### config.mk
export PLATFORM = sky130hd
export DESIGN_NAME = async_framer_flat
export DESIGN_NICKNAME = d
export VERILOG_FILES = /design/src/common/async_fmt_pkg.sv /design/src/common/async_fifo_if.sv /design/src/hw/async_framer.sv /design/src/flat_wrapper.sv
export SDC_FILE = /design/constraint.sdc
export NUM_CORES = 1
export LEC_CHECK = 0
export BUFFER_PORTS_ARGS = -buffer_cell sky130_fd_sc_hd__buf_2
export CELL_PAD_IN_SITES_DETAIL_PLACEMENT = 1
export CELL_PAD_IN_SITES_GLOBAL_PLACEMENT = 1
export CORE_MARGIN = 8
export CORE_UTILIZATION = 44
export CTS_BUF_LIST = sky130_fd_sc_hd__clkbuf_4 sky130_fd_sc_hd__clkbuf_8
export DETAILED_ROUTE_END_ITERATION = 12
export PLACE_DENSITY_LB_ADDON = 0.1
export SLEW_MARGIN = 20
export SYNTH_ARGS = -nofsm -noshare
export SYNTH_HDL_FRONTEND = slang
export SYNTH_SLANG_ARGS = --single-unit
export TNS_END_PERCENT = 50
### constraint.sdc
create_clock -name clock -period 2.8 [get_ports clock]
set_input_delay 0.7 -clock clock [delete_from_list [all_inputs] [get_ports clock]]
set_output_delay 0.7 -clock clock [all_outputs]
set_load 0.01 [all_outputs]
### src/common/async_fmt_pkg.sv
// async_fmt_pkg: shared constants and types for the asynchronous packet
// builder (host writer end and device framer end).
// assumes: both ends compile after this package.
`default_nettype none
package async_fmt_pkg;
  // ****************************************
  // fifo write address codes (packet position)
  // ****************************************
  localparam logic [1:0] POS_FIRST = 2'h0;
  localparam logic [1:0] POS_MID = 2'h1;
  localparam logic [1:0] POS_LAST = 2'h2;
  localparam logic [1:0] POS_ONLY = 2'h3;
  // ****************************************
  // header quadlet fields, bit 0 = lsb (bit 0 msb in big-endian view)
  // ****************************************
  localparam int SPD_LSB = 16;
  localparam int LABEL_LSB = 10;
  localparam int RETRY_LSB = 8;
  localparam int TCODE_LSB = 4;
  localparam int PRIO_LSB = 0;
  localparam int DEST_LSB = 16;
  localparam int RCODE_LSB = 12;
  localparam int LEN_LSB = 16;
  // ****************************************
  // codes
  // ****************************************
  localparam logic [1:0] SPD_100 = 2'h0;
  localparam logic [1:0] SPD_200 = 2'h1;
  localparam logic [1:0] SPD_400 = 2'h2;
  localparam logic [1:0] SPD_UNDEF = 2'h3;
  localparam logic [1:0] RETRY_NEW = 2'h0;
  localparam logic [1:0] RETRY_X = 2'h1;
  localparam logic [1:0] RETRY_A = 2'h2;
  localparam logic [1:0] RETRY_B = 2'h3;
  // transaction codes that decide the layout
  localparam logic [3:0] TC_WR_QUAD = 4'h0;
  localparam logic [3:0] TC_WR_BLOCK = 4'h1;
  localparam logic [3:0] TC_WR_RESP = 4'h2;
  localparam logic [3:0] TC_RD_QUAD = 4'h4;
  localparam logic [3:0] TC_RD_BLOCK = 4'h5;
  localparam logic [3:0] TC_RD_QRESP = 4'h6;
  localparam logic [3:0] TC_RD_BRESP = 4'h7;
  localparam logic [3:0] TC_LOCK_REQ = 4'h9;
  localparam logic [3:0] TC_LOCK_RESP = 4'hB;
  localparam logic [3:0] PRIO_CABLE = 4'h0;
  localparam logic [15:0] ZERO_LEN = 16'h0000;
  localparam logic [1:0] QUAD_LOW_BITS = 2'h0;
  localparam logic [15:0] LEN_WIDTH16 = 16'h0003;

  typedef enum logic [2:0] {
    ST_CTRL = 3'h0,
    ST_ADDR_HI = 3'h1,
    ST_ADDR_LO = 3'h3,
    ST_LEN = 3'h2,
    ST_DATA = 3'h6,
    ST_DROP = 3'h7
  } frame_state_t;
endpackage
`default_nettype wire

### src/common/async_fifo_if.sv
// async_fifo_if: transmit fifo write path between host and framer.
// assumes: one clock shared by both ends.
`default_nettype none
interface async_fifo_if (
  input wire logic clock
);
  logic wr_valid;
  logic wr_ready;
  logic [1:0] wr_pos;
  logic [31:0] wr_data;
  modport host (output wr_valid, output wr_pos, output wr_data,
    input wr_ready);
  modport device (input wr_valid, input wr_pos, input wr_data,
    output wr_ready);
endinterface
`default_nettype wire

### src/hw/async_framer.sv
// async_framer: device end; takes quadlets from the transmit fifo port,
// splits them by position code and emits decoded serial-bus header fields.
// assumes: the host keeps the write layout; one clock, async reset.
//
// Behaviour
// - accept quadlet and block transmit layouts
// - fifo address marks first, middle, last quadlet
// - block payload byte count from length field
// - host sends control, two address, optional data
// - no data quadlet for reads, write responses
// - outgoing headers built from loaded header quadlets
// - speed code selects 100, 200, 400 Mbit/s
// - retry code new, X, A, B
// - host gives unique label per outstanding transaction
// - host writes zero priority on cable
// - destination is 10-bit bus, 6-bit node
// - host keeps destination offset quadlet aligned
// - lock response carries code in offset top
// - length upper half, extended code lower half
// - zero length means no payload quadlets
// - first payload byte in byte 0
`default_nettype none
module async_framer
  import async_fmt_pkg::*;
(
  input wire logic clock,
  input wire logic arst_n,
  async_fifo_if.device fifo,
  output var logic hdr_valid,
  output var logic [2:0] hdr_rate_sel,
  output var logic hdr_is_block,
  output var logic [5:0] hdr_label,
  output var logic [1:0] hdr_retry,
  output var logic [3:0] hdr_tcode,
  output var logic [3:0] hdr_prio,
  output var logic [9:0] hdr_bus,
  output var logic [5:0] hdr_node,
  output var logic [47:0] hdr_offset,
  output var logic [3:0] hdr_rcode,
  output var logic [15:0] hdr_length,
  output var logic [15:0] hdr_ext_tcode,
  output var logic pay_valid,
  output var logic [31:0] pay_data,
  output var logic [2:0] pay_bytes,
  output var logic pkt_end,
  output var logic fmt_error
);
  // ****************************************
  // state
  // ****************************************
  typedef struct packed {
    frame_state_t st;
    logic is_block;
    logic has_data;
    logic [15:0] remain;
    logic hv;
    logic [2:0] rate;
    logic [5:0] label;
    logic [1:0] retry;
    logic [3:0] tcode;
    logic [3:0] prio;
    logic [9:0] bus;
    logic [5:0] node;
    logic [47:0] offset;
    logic [3:0] rcode;
    logic [15:0] length;
    logic [15:0] ext;
    logic pv;
    logic [31:0] pd;
    logic [2:0] pb;
    logic pe;
    logic err;
  } framer_t;

  framer_t s_r;
  framer_t s_nxt;
  logic take;
  logic [31:0] q;

  assign take = fifo.wr_valid;
  assign q = fifo.wr_data;
  // framer never stalls, so the fifo port is always open
  assign fifo.wr_ready = 1'b1;

  // ****************************************
  // next state
  // ****************************************
  always_comb begin
    s_nxt = s_r;
    s_nxt.hv = 1'b0;
    s_nxt.pv = 1'b0;
    s_nxt.pe = 1'b0;
    s_nxt.err = 1'b0;
    if (take) begin
      // a first-position code always restarts framing
      if (fifo.wr_pos == POS_FIRST || fifo.wr_pos == POS_ONLY) begin
        s_nxt.st = ST_ADDR_HI;
        s_nxt.err = (s_r.st != ST_CTRL) || (fifo.wr_pos == POS_ONLY);
        s_nxt.label = q[LABEL_LSB +: 6];
        s_nxt.retry = q[RETRY_LSB +: 2];
        s_nxt.tcode = q[TCODE_LSB +: 4];
        s_nxt.prio = q[PRIO_LSB +: 4];
        case (q[SPD_LSB +: 2])
          SPD_100: s_nxt.rate = 3'h1;
          SPD_200: s_nxt.rate = 3'h2;
          SPD_400: s_nxt.rate = 3'h4;
          default: s_nxt.rate = 3'h0;
        endcase
        // layout chosen by transaction code
        s_nxt.is_block = (q[TCODE_LSB +: 4] == TC_WR_BLOCK) ||
          (q[TCODE_LSB +: 4] == TC_RD_BRESP) ||
          (q[TCODE_LSB +: 4] == TC_LOCK_REQ) ||
          (q[TCODE_LSB +: 4] == TC_LOCK_RESP) ||
          (q[TCODE_LSB +: 4] == TC_RD_BLOCK);
        // quadlet data only for write request, read response
        s_nxt.has_data = (q[TCODE_LSB +: 4] == TC_WR_QUAD) ||
          (q[TCODE_LSB +: 4] == TC_RD_QRESP);
        if (fifo.wr_pos == POS_ONLY) begin
          s_nxt.st = ST_CTRL;
        end
      end else begin
        case (s_r.st)
          ST_ADDR_HI: begin
            s_nxt.bus = q[DEST_LSB + 6 +: 10];
            s_nxt.node = q[DEST_LSB +: 6];
            s_nxt.offset[47:32] = q[15:0];
            s_nxt.rcode = (s_r.tcode == TC_LOCK_RESP) ?
              q[RCODE_LSB +: 4] : 4'h0;
            s_nxt.st = ST_ADDR_LO;
          end
          ST_ADDR_LO: begin
            s_nxt.offset[31:0] = q;
            if (s_r.is_block) begin
              s_nxt.st = ST_LEN;
            end else if (s_r.has_data) begin
              s_nxt.st = ST_DATA;
              s_nxt.remain = 16'h0004;
            end else begin
              // header complete; packet must end here
              s_nxt.hv = 1'b1;
              s_nxt.length = ZERO_LEN;
              s_nxt.pe = 1'b1;
              s_nxt.err = (fifo.wr_pos != POS_LAST);
              s_nxt.st = ST_CTRL;
            end
          end
          ST_LEN: begin
            s_nxt.length = q[LEN_LSB +: 16];
            s_nxt.ext = q[15:0];
            s_nxt.remain = q[LEN_LSB +: 16];
            s_nxt.hv = 1'b1;
            if (q[LEN_LSB +: 16] == ZERO_LEN) begin
              s_nxt.pe = 1'b1;
              s_nxt.err = (fifo.wr_pos != POS_LAST);
              s_nxt.st = ST_CTRL;
            end else begin
              s_nxt.st = ST_DATA;
            end
          end
          ST_DATA: begin
            if (!s_r.is_block && s_r.remain == 16'h0004) begin
              s_nxt.hv = 1'b1;
              s_nxt.length = ZERO_LEN;
            end
            // byte 0 of the quadlet is the first payload byte
            s_nxt.pv = 1'b1;
            s_nxt.pd = q;
            s_nxt.pb = (s_r.remain > 16'h0003) ? 3'h4 :
              s_r.remain[2:0];
            s_nxt.remain = (s_r.remain > 16'h0003) ?
              s_r.remain - 16'h0004 : ZERO_LEN;
            if (s_r.remain <= 16'h0004) begin
              s_nxt.pe = 1'b1;
              s_nxt.err = (fifo.wr_pos != POS_LAST);
              s_nxt.st = ST_CTRL;
            end else if (fifo.wr_pos == POS_LAST) begin
              // host ended early: close packet, flag it
              s_nxt.pe = 1'b1;
              s_nxt.err = 1'b1;
              s_nxt.st = ST_CTRL;
            end
          end
          ST_DROP: begin
            if (fifo.wr_pos == POS_LAST) begin
              s_nxt.st = ST_CTRL;
            end
          end
          default: begin
            // stray middle or last with no open packet
            s_nxt.err = 1'b1;
            s_nxt.st = (fifo.wr_pos == POS_LAST) ? ST_CTRL : ST_DROP;
          end
        endcase
      end
    end
  end

  always_ff @(posedge clock or negedge arst_n) begin
    if (!arst_n) begin
      s_r <= '0;
    end else begin
      s_r <= s_nxt;
    end
  end

  // ****************************************
  // outputs
  // ****************************************
  assign hdr_valid = s_r.hv;
  assign hdr_rate_sel = s_r.rate;
  assign hdr_is_block = s_r.is_block;
  assign hdr_label = s_r.label;
  assign hdr_retry = s_r.retry;
  assign hdr_tcode = s_r.tcode;
  assign hdr_prio = s_r.prio;
  assign hdr_bus = s_r.bus;
  assign hdr_node = s_r.node;
  assign hdr_offset = s_r.offset;
  assign hdr_rcode = s_r.rcode;
  assign hdr_length = s_r.length;
  assign hdr_ext_tcode = s_r.ext;
  assign pay_valid = s_r.pv;
  assign pay_data = s_r.pd;
  assign pay_bytes = s_r.pb;
  assign pkt_end = s_r.pe;
  assign fmt_error = s_r.err;
endmodule
`default_nettype wire

### src/flat_wrapper.sv
// flat-port wrapper written by rule: the top's interface ports become plain ports
module async_framer_flat import async_fmt_pkg::*;
  (clock, arst_n, hdr_valid, hdr_rate_sel, hdr_is_block, hdr_label, hdr_retry, hdr_tcode, hdr_prio, hdr_bus, hdr_node, hdr_offset, hdr_rcode, hdr_length, hdr_ext_tcode, pay_valid, pay_data, pay_bytes, pkt_end, fmt_error, fifo_wr_valid, fifo_wr_pos, fifo_wr_data, fifo_wr_ready);
  async_fifo_if fifo_i (.clock(clock));
  input wire logic clock;
  input wire logic arst_n;
  output var logic hdr_valid;
  output var logic [2:0] hdr_rate_sel;
  output var logic hdr_is_block;
  output var logic [5:0] hdr_label;
  output var logic [1:0] hdr_retry;
  output var logic [3:0] hdr_tcode;
  output var logic [3:0] hdr_prio;
  output var logic [9:0] hdr_bus;
  output var logic [5:0] hdr_node;
  output var logic [47:0] hdr_offset;
  output var logic [3:0] hdr_rcode;
  output var logic [15:0] hdr_length;
  output var logic [15:0] hdr_ext_tcode;
  output var logic pay_valid;
  output var logic [31:0] pay_data;
  output var logic [2:0] pay_bytes;
  output var logic pkt_end;
  output var logic fmt_error;
  input wire logic [$bits(fifo_i.wr_valid)-1:0] fifo_wr_valid;
  input wire logic [$bits(fifo_i.wr_pos)-1:0] fifo_wr_pos;
  input wire logic [$bits(fifo_i.wr_data)-1:0] fifo_wr_data;
  output wire logic [$bits(fifo_i.wr_ready)-1:0] fifo_wr_ready;
  assign fifo_i.wr_valid = fifo_wr_valid;
  assign fifo_i.wr_pos = fifo_wr_pos;
  assign fifo_i.wr_data = fifo_wr_data;
  assign fifo_wr_ready = fifo_i.wr_ready;
  async_framer u_core (.clock(clock), .arst_n(arst_n), .fifo(fifo_i), .hdr_valid(hdr_valid), .hdr_rate_sel(hdr_rate_sel), .hdr_is_block(hdr_is_block), .hdr_label(hdr_label), .hdr_retry(hdr_retry), .hdr_tcode(hdr_tcode), .hdr_prio(hdr_prio), .hdr_bus(hdr_bus), .hdr_node(hdr_node), .hdr_offset(hdr_offset), .hdr_rcode(hdr_rcode), .hdr_length(hdr_length), .hdr_ext_tcode(hdr_ext_tcode), .pay_valid(pay_valid), .pay_data(pay_data), .pay_bytes(pay_bytes), .pkt_end(pkt_end), .fmt_error(fmt_error));
endmodule
==> impl_metrics.ini <==
[status]
status = finished clean

[routing]
vias = 5205
routed_wirelength_um = 21560
drt-initial-drc-count = 227
ant_nets = 0
vias_per_cell = 5.123
wire_per_inst_um = 21.22
dr.pass1.iters = 4
drt_drc_violations_left = 0

[yosys]
ys.flop_type = dfrtp_1
netlist_top_cells_area = dfrtp_1 53%, mux2_2 15%, buf_4 14%
seq_area_frac_synth = 0.5256
syn_area_per_cell_um2 = 12.28
async_flop_share = 1.000
synth_area_mm2 = 0.008522
synth_top_area_frac = 0.5256
synth_seq_cells = 179
synthCells = 694
synth_nets = 737
yosysUniqueCellTypes = 53
yosys.area.top_type = dfrtp_1
yosysWarnings = 0
synth_edf_count = 0

[final_layout]
layout_common_cells = 194 x buf_2, 179 x dfrtp_1, 113 x mux2_2
final_common_cell = buf_2
utilization = 0.4771
drive_gt1_frac = 0.4900
final-instance-count-excl-fill = 1016
fin_area_mm2 = 0.009164
areaGrowthSynthToFinish_pct = 7.532
diodes = 0
fin_nets = 781

[pwr]
powerDensity_mw_per_mm2 = 995.3
pwr-share-comb = 0.335
leakage_nw = 4.418
p_clk_frac = 0.209
p_int_mw = 5.884
pwr-share-seq = 0.456
switching_share = 0.3548
p_sw_mw = 3.236
ir_drop_mv = 0.4378

[sta]
min_period_ns = 2.487
fmax_ghz = 0.4021
finalCritPeriodShare = 0.8882
finClkSkew_ns = 0.01383
timing.hold.ws_ns = 0.1248
slew_viol_final = 0
hold_violations = 0
rsz0062_at_grt = false
tightest_slew_ns = 0.6007
setup_viol = 0
relSlewSlack = 0.5996
finalSetupTns_ns = 0

[clock_network]
clk_latency_ns = 0.47
clock_sinks = 179
cts_tree = yes
post_cts.repair.setup_buffers = 0
numCtsBuffers = 17
root_buffer = clkbuf_8
clk_path_buf_depth = 2
htreeDepth = 4
postCtsHoldBufs = 0
path_clk_slew_ns = 0.10
cts-resized-gates = 0

[critical_path]
start_kind = flop
max_stage_delay_ns = 0.45
crit_type = reg2reg
cp_slowest_cell = dfrtp_1
crit_fanout = 8
required_ns = 3.15
path_cells = inv_1 > ha_1 > a31oi_1 > inv_1 > a31oi_1 > nand2_1 > o311ai_1
worstPathArrival_ns = 2.84
endpoint_kind = flop
path_delay_family = compound AO/OA/AOI/OAI gates
critPathBufInv = 2

[grt]
grt_max_degree = 85
grt_usage = 0.1847
antenna_found_initial = 0
grt_pass1_vias = 5876
overflow = 0
grt_pass1_wl_um = 34580

[die]
die_w_um = 155.2
initial_core_util = 0.4437
io_pins = 197
rows = 51
die_h_um = 155.2
core_area_mm2 = 0.01921
die_area_mm2 = 0.02408

[placement]
place_area_mm2 = 0.008733
dp_cells = 984
io_buffers = 195
globalplace.congestion = 0.7693
post-dp-hpwl_um = 15640

[job]
maxCapViolCount = 0

[hold_path]
min_path_type = in2async
[cells by family (layout without fill, tap and decap cells)]
kind of cell / Yosys count / count (layout) / synth area share
adder cells (fa/ha/maj): 6 / 6 / 0.008809
flip-flops: 179 / 179 / 0.5256
other: 1 / 1 / 0.0004400
multiplexers: 132 / 132 / 0.1743
AO/OA/AOI/OAI: 86 / 86 / 0.07224
buffers and inverters: 199 / 256 / 0.1578
XOR/XNOR: 2 / 2 / 0.002056
AND/OR/NAND/NOR: 89 / 89 / 0.05873
[state kept, by name (all words and copies together) (netlist names)]
register,flops
u_core.hdr_retry,2
u_core.fmt_error,1
u_core.hdr_label,6
u_core.pkt_end,1
u_core.hdr_tcode,4
u_core.hdr_ext_tcode,16
u_core.hdr_rate_sel,3
u_core.pay_valid,1
u_core.hdr_bus,10
u_core.hdr_is_block,1
u_core.hdr_node,6
u_core.hdr_prio,4
u_core.pay_bytes,3
u_core.hdr_valid,1
u_core.hdr_length,16
u_core.hdr_rcode,4
u_core.pay_data,32
u_core.hdr_offset,48
u_core.s_r,20
[power by group through the flow]
stage | clock network [mW] | registers, mW | logic (mW)
after global routing | 2.07 | 4.31 | 3.37
after detailed placement | 0 | 4.21 | 3.14
after CTS | 1.97 | 4.17 | 3.15
after floorplan | 0 | 3.99 | 2.95
final | 1.90 | 4.16 | 3.06
after global placement | 0 | 4.15 | 3.05
[cells in the mapped netlist, types with 3 or more instances]
cell / n
nor4_1: 8
a22o_1: 21
inv_1: 11
clkbuf_1: 23
nand3_1: 4
nor2_1: 17
mux2_2: 113
nand2b_1: 5
nand4b_1: 3
buf_4: 155
ha_1: 6
o21ai_1: 4
a22oi_1: 4
nand3b_1: 3
mux2_1: 18
buf_1: 6
a31oi_1: 7
dfrtp_1: 179
a21oi_1: 9
nand2_1: 25
nor3_1: 6
o21ai_0: 14
o31ai_1: 6
[path summary, 6_finish.rpt]
path / slack (ns) / depth (start not counted) / startpoint / endpoint
setup / recovery: 0.31 / 7 / u_core.s_r[160] / u_core.s_r[164]
hold / removal: 0.12 / 1 / arst_n / u_core.pay_data[27]
hold reg to reg: 0.49 / 1 / u_core.hdr_offset[17] / u_core.hdr_offset[17]
max in group asynchronous: 1.90 / 2 / arst_n / u_core.hdr_length[0]
min in group clock: 0.49 / 1 / u_core.hdr_offset[17] / u_core.hdr_offset[17]
setup reg to reg: 0.31 / 7 / u_core.s_r[160] / u_core.s_r[164]
[worst register-to-register path, delay by kind of cell, from the launching register on]
kind / cells / cell delay, ns
adders and majority gates: 1 / 0.33
AOI/OAI and AO/OA: 3 / 1.06
buffers and inverters: 2 / 0.22
DFF: 1 / 0.45
and+or+nand+nor: 1 / 0.34
[area by class of cell]
class                      instances  area (µm²)
timing repair buffer             212        1160
fill                            2046       10040
sequential                       179        4479
tap                              265       331.6
clock inverter                    14       182.7
multi-input combinational        316        2718
clock buffer                      18       247.7
inverter                          12       45.04
[through the flow]
| stage | power [mW] | setup slack (ns) |
|---|---|---|
| after floorplan | 6.947 | 0.1584 |
| after global placement | 7.199 | 0.3251 |
| after detailed placement | 7.353 | 0.2737 |
| after CTS | 9.289 | 0.3099 |
| after global routing | 9.748 | 0.05445 |
| final | 9.120 | 0.3131 |
[routing by layer]
layer | share of wire | vias to the layer above | wire (µm) | GRT usage
li1 | - | 2355 | - | -
met1 | 0.42 | 2688 | 9035 | 0.2218
met2 | 0.49 | 148 | 10630 | 0.3099
met3 | 0.079 | 14 | 1703 | 0.06796
met4 | 0.0090 | 0 | 193 | 0.04482
met5 | 0 | - | 0 | 0
Note: power is estimated with default switching activity, not from simulation.
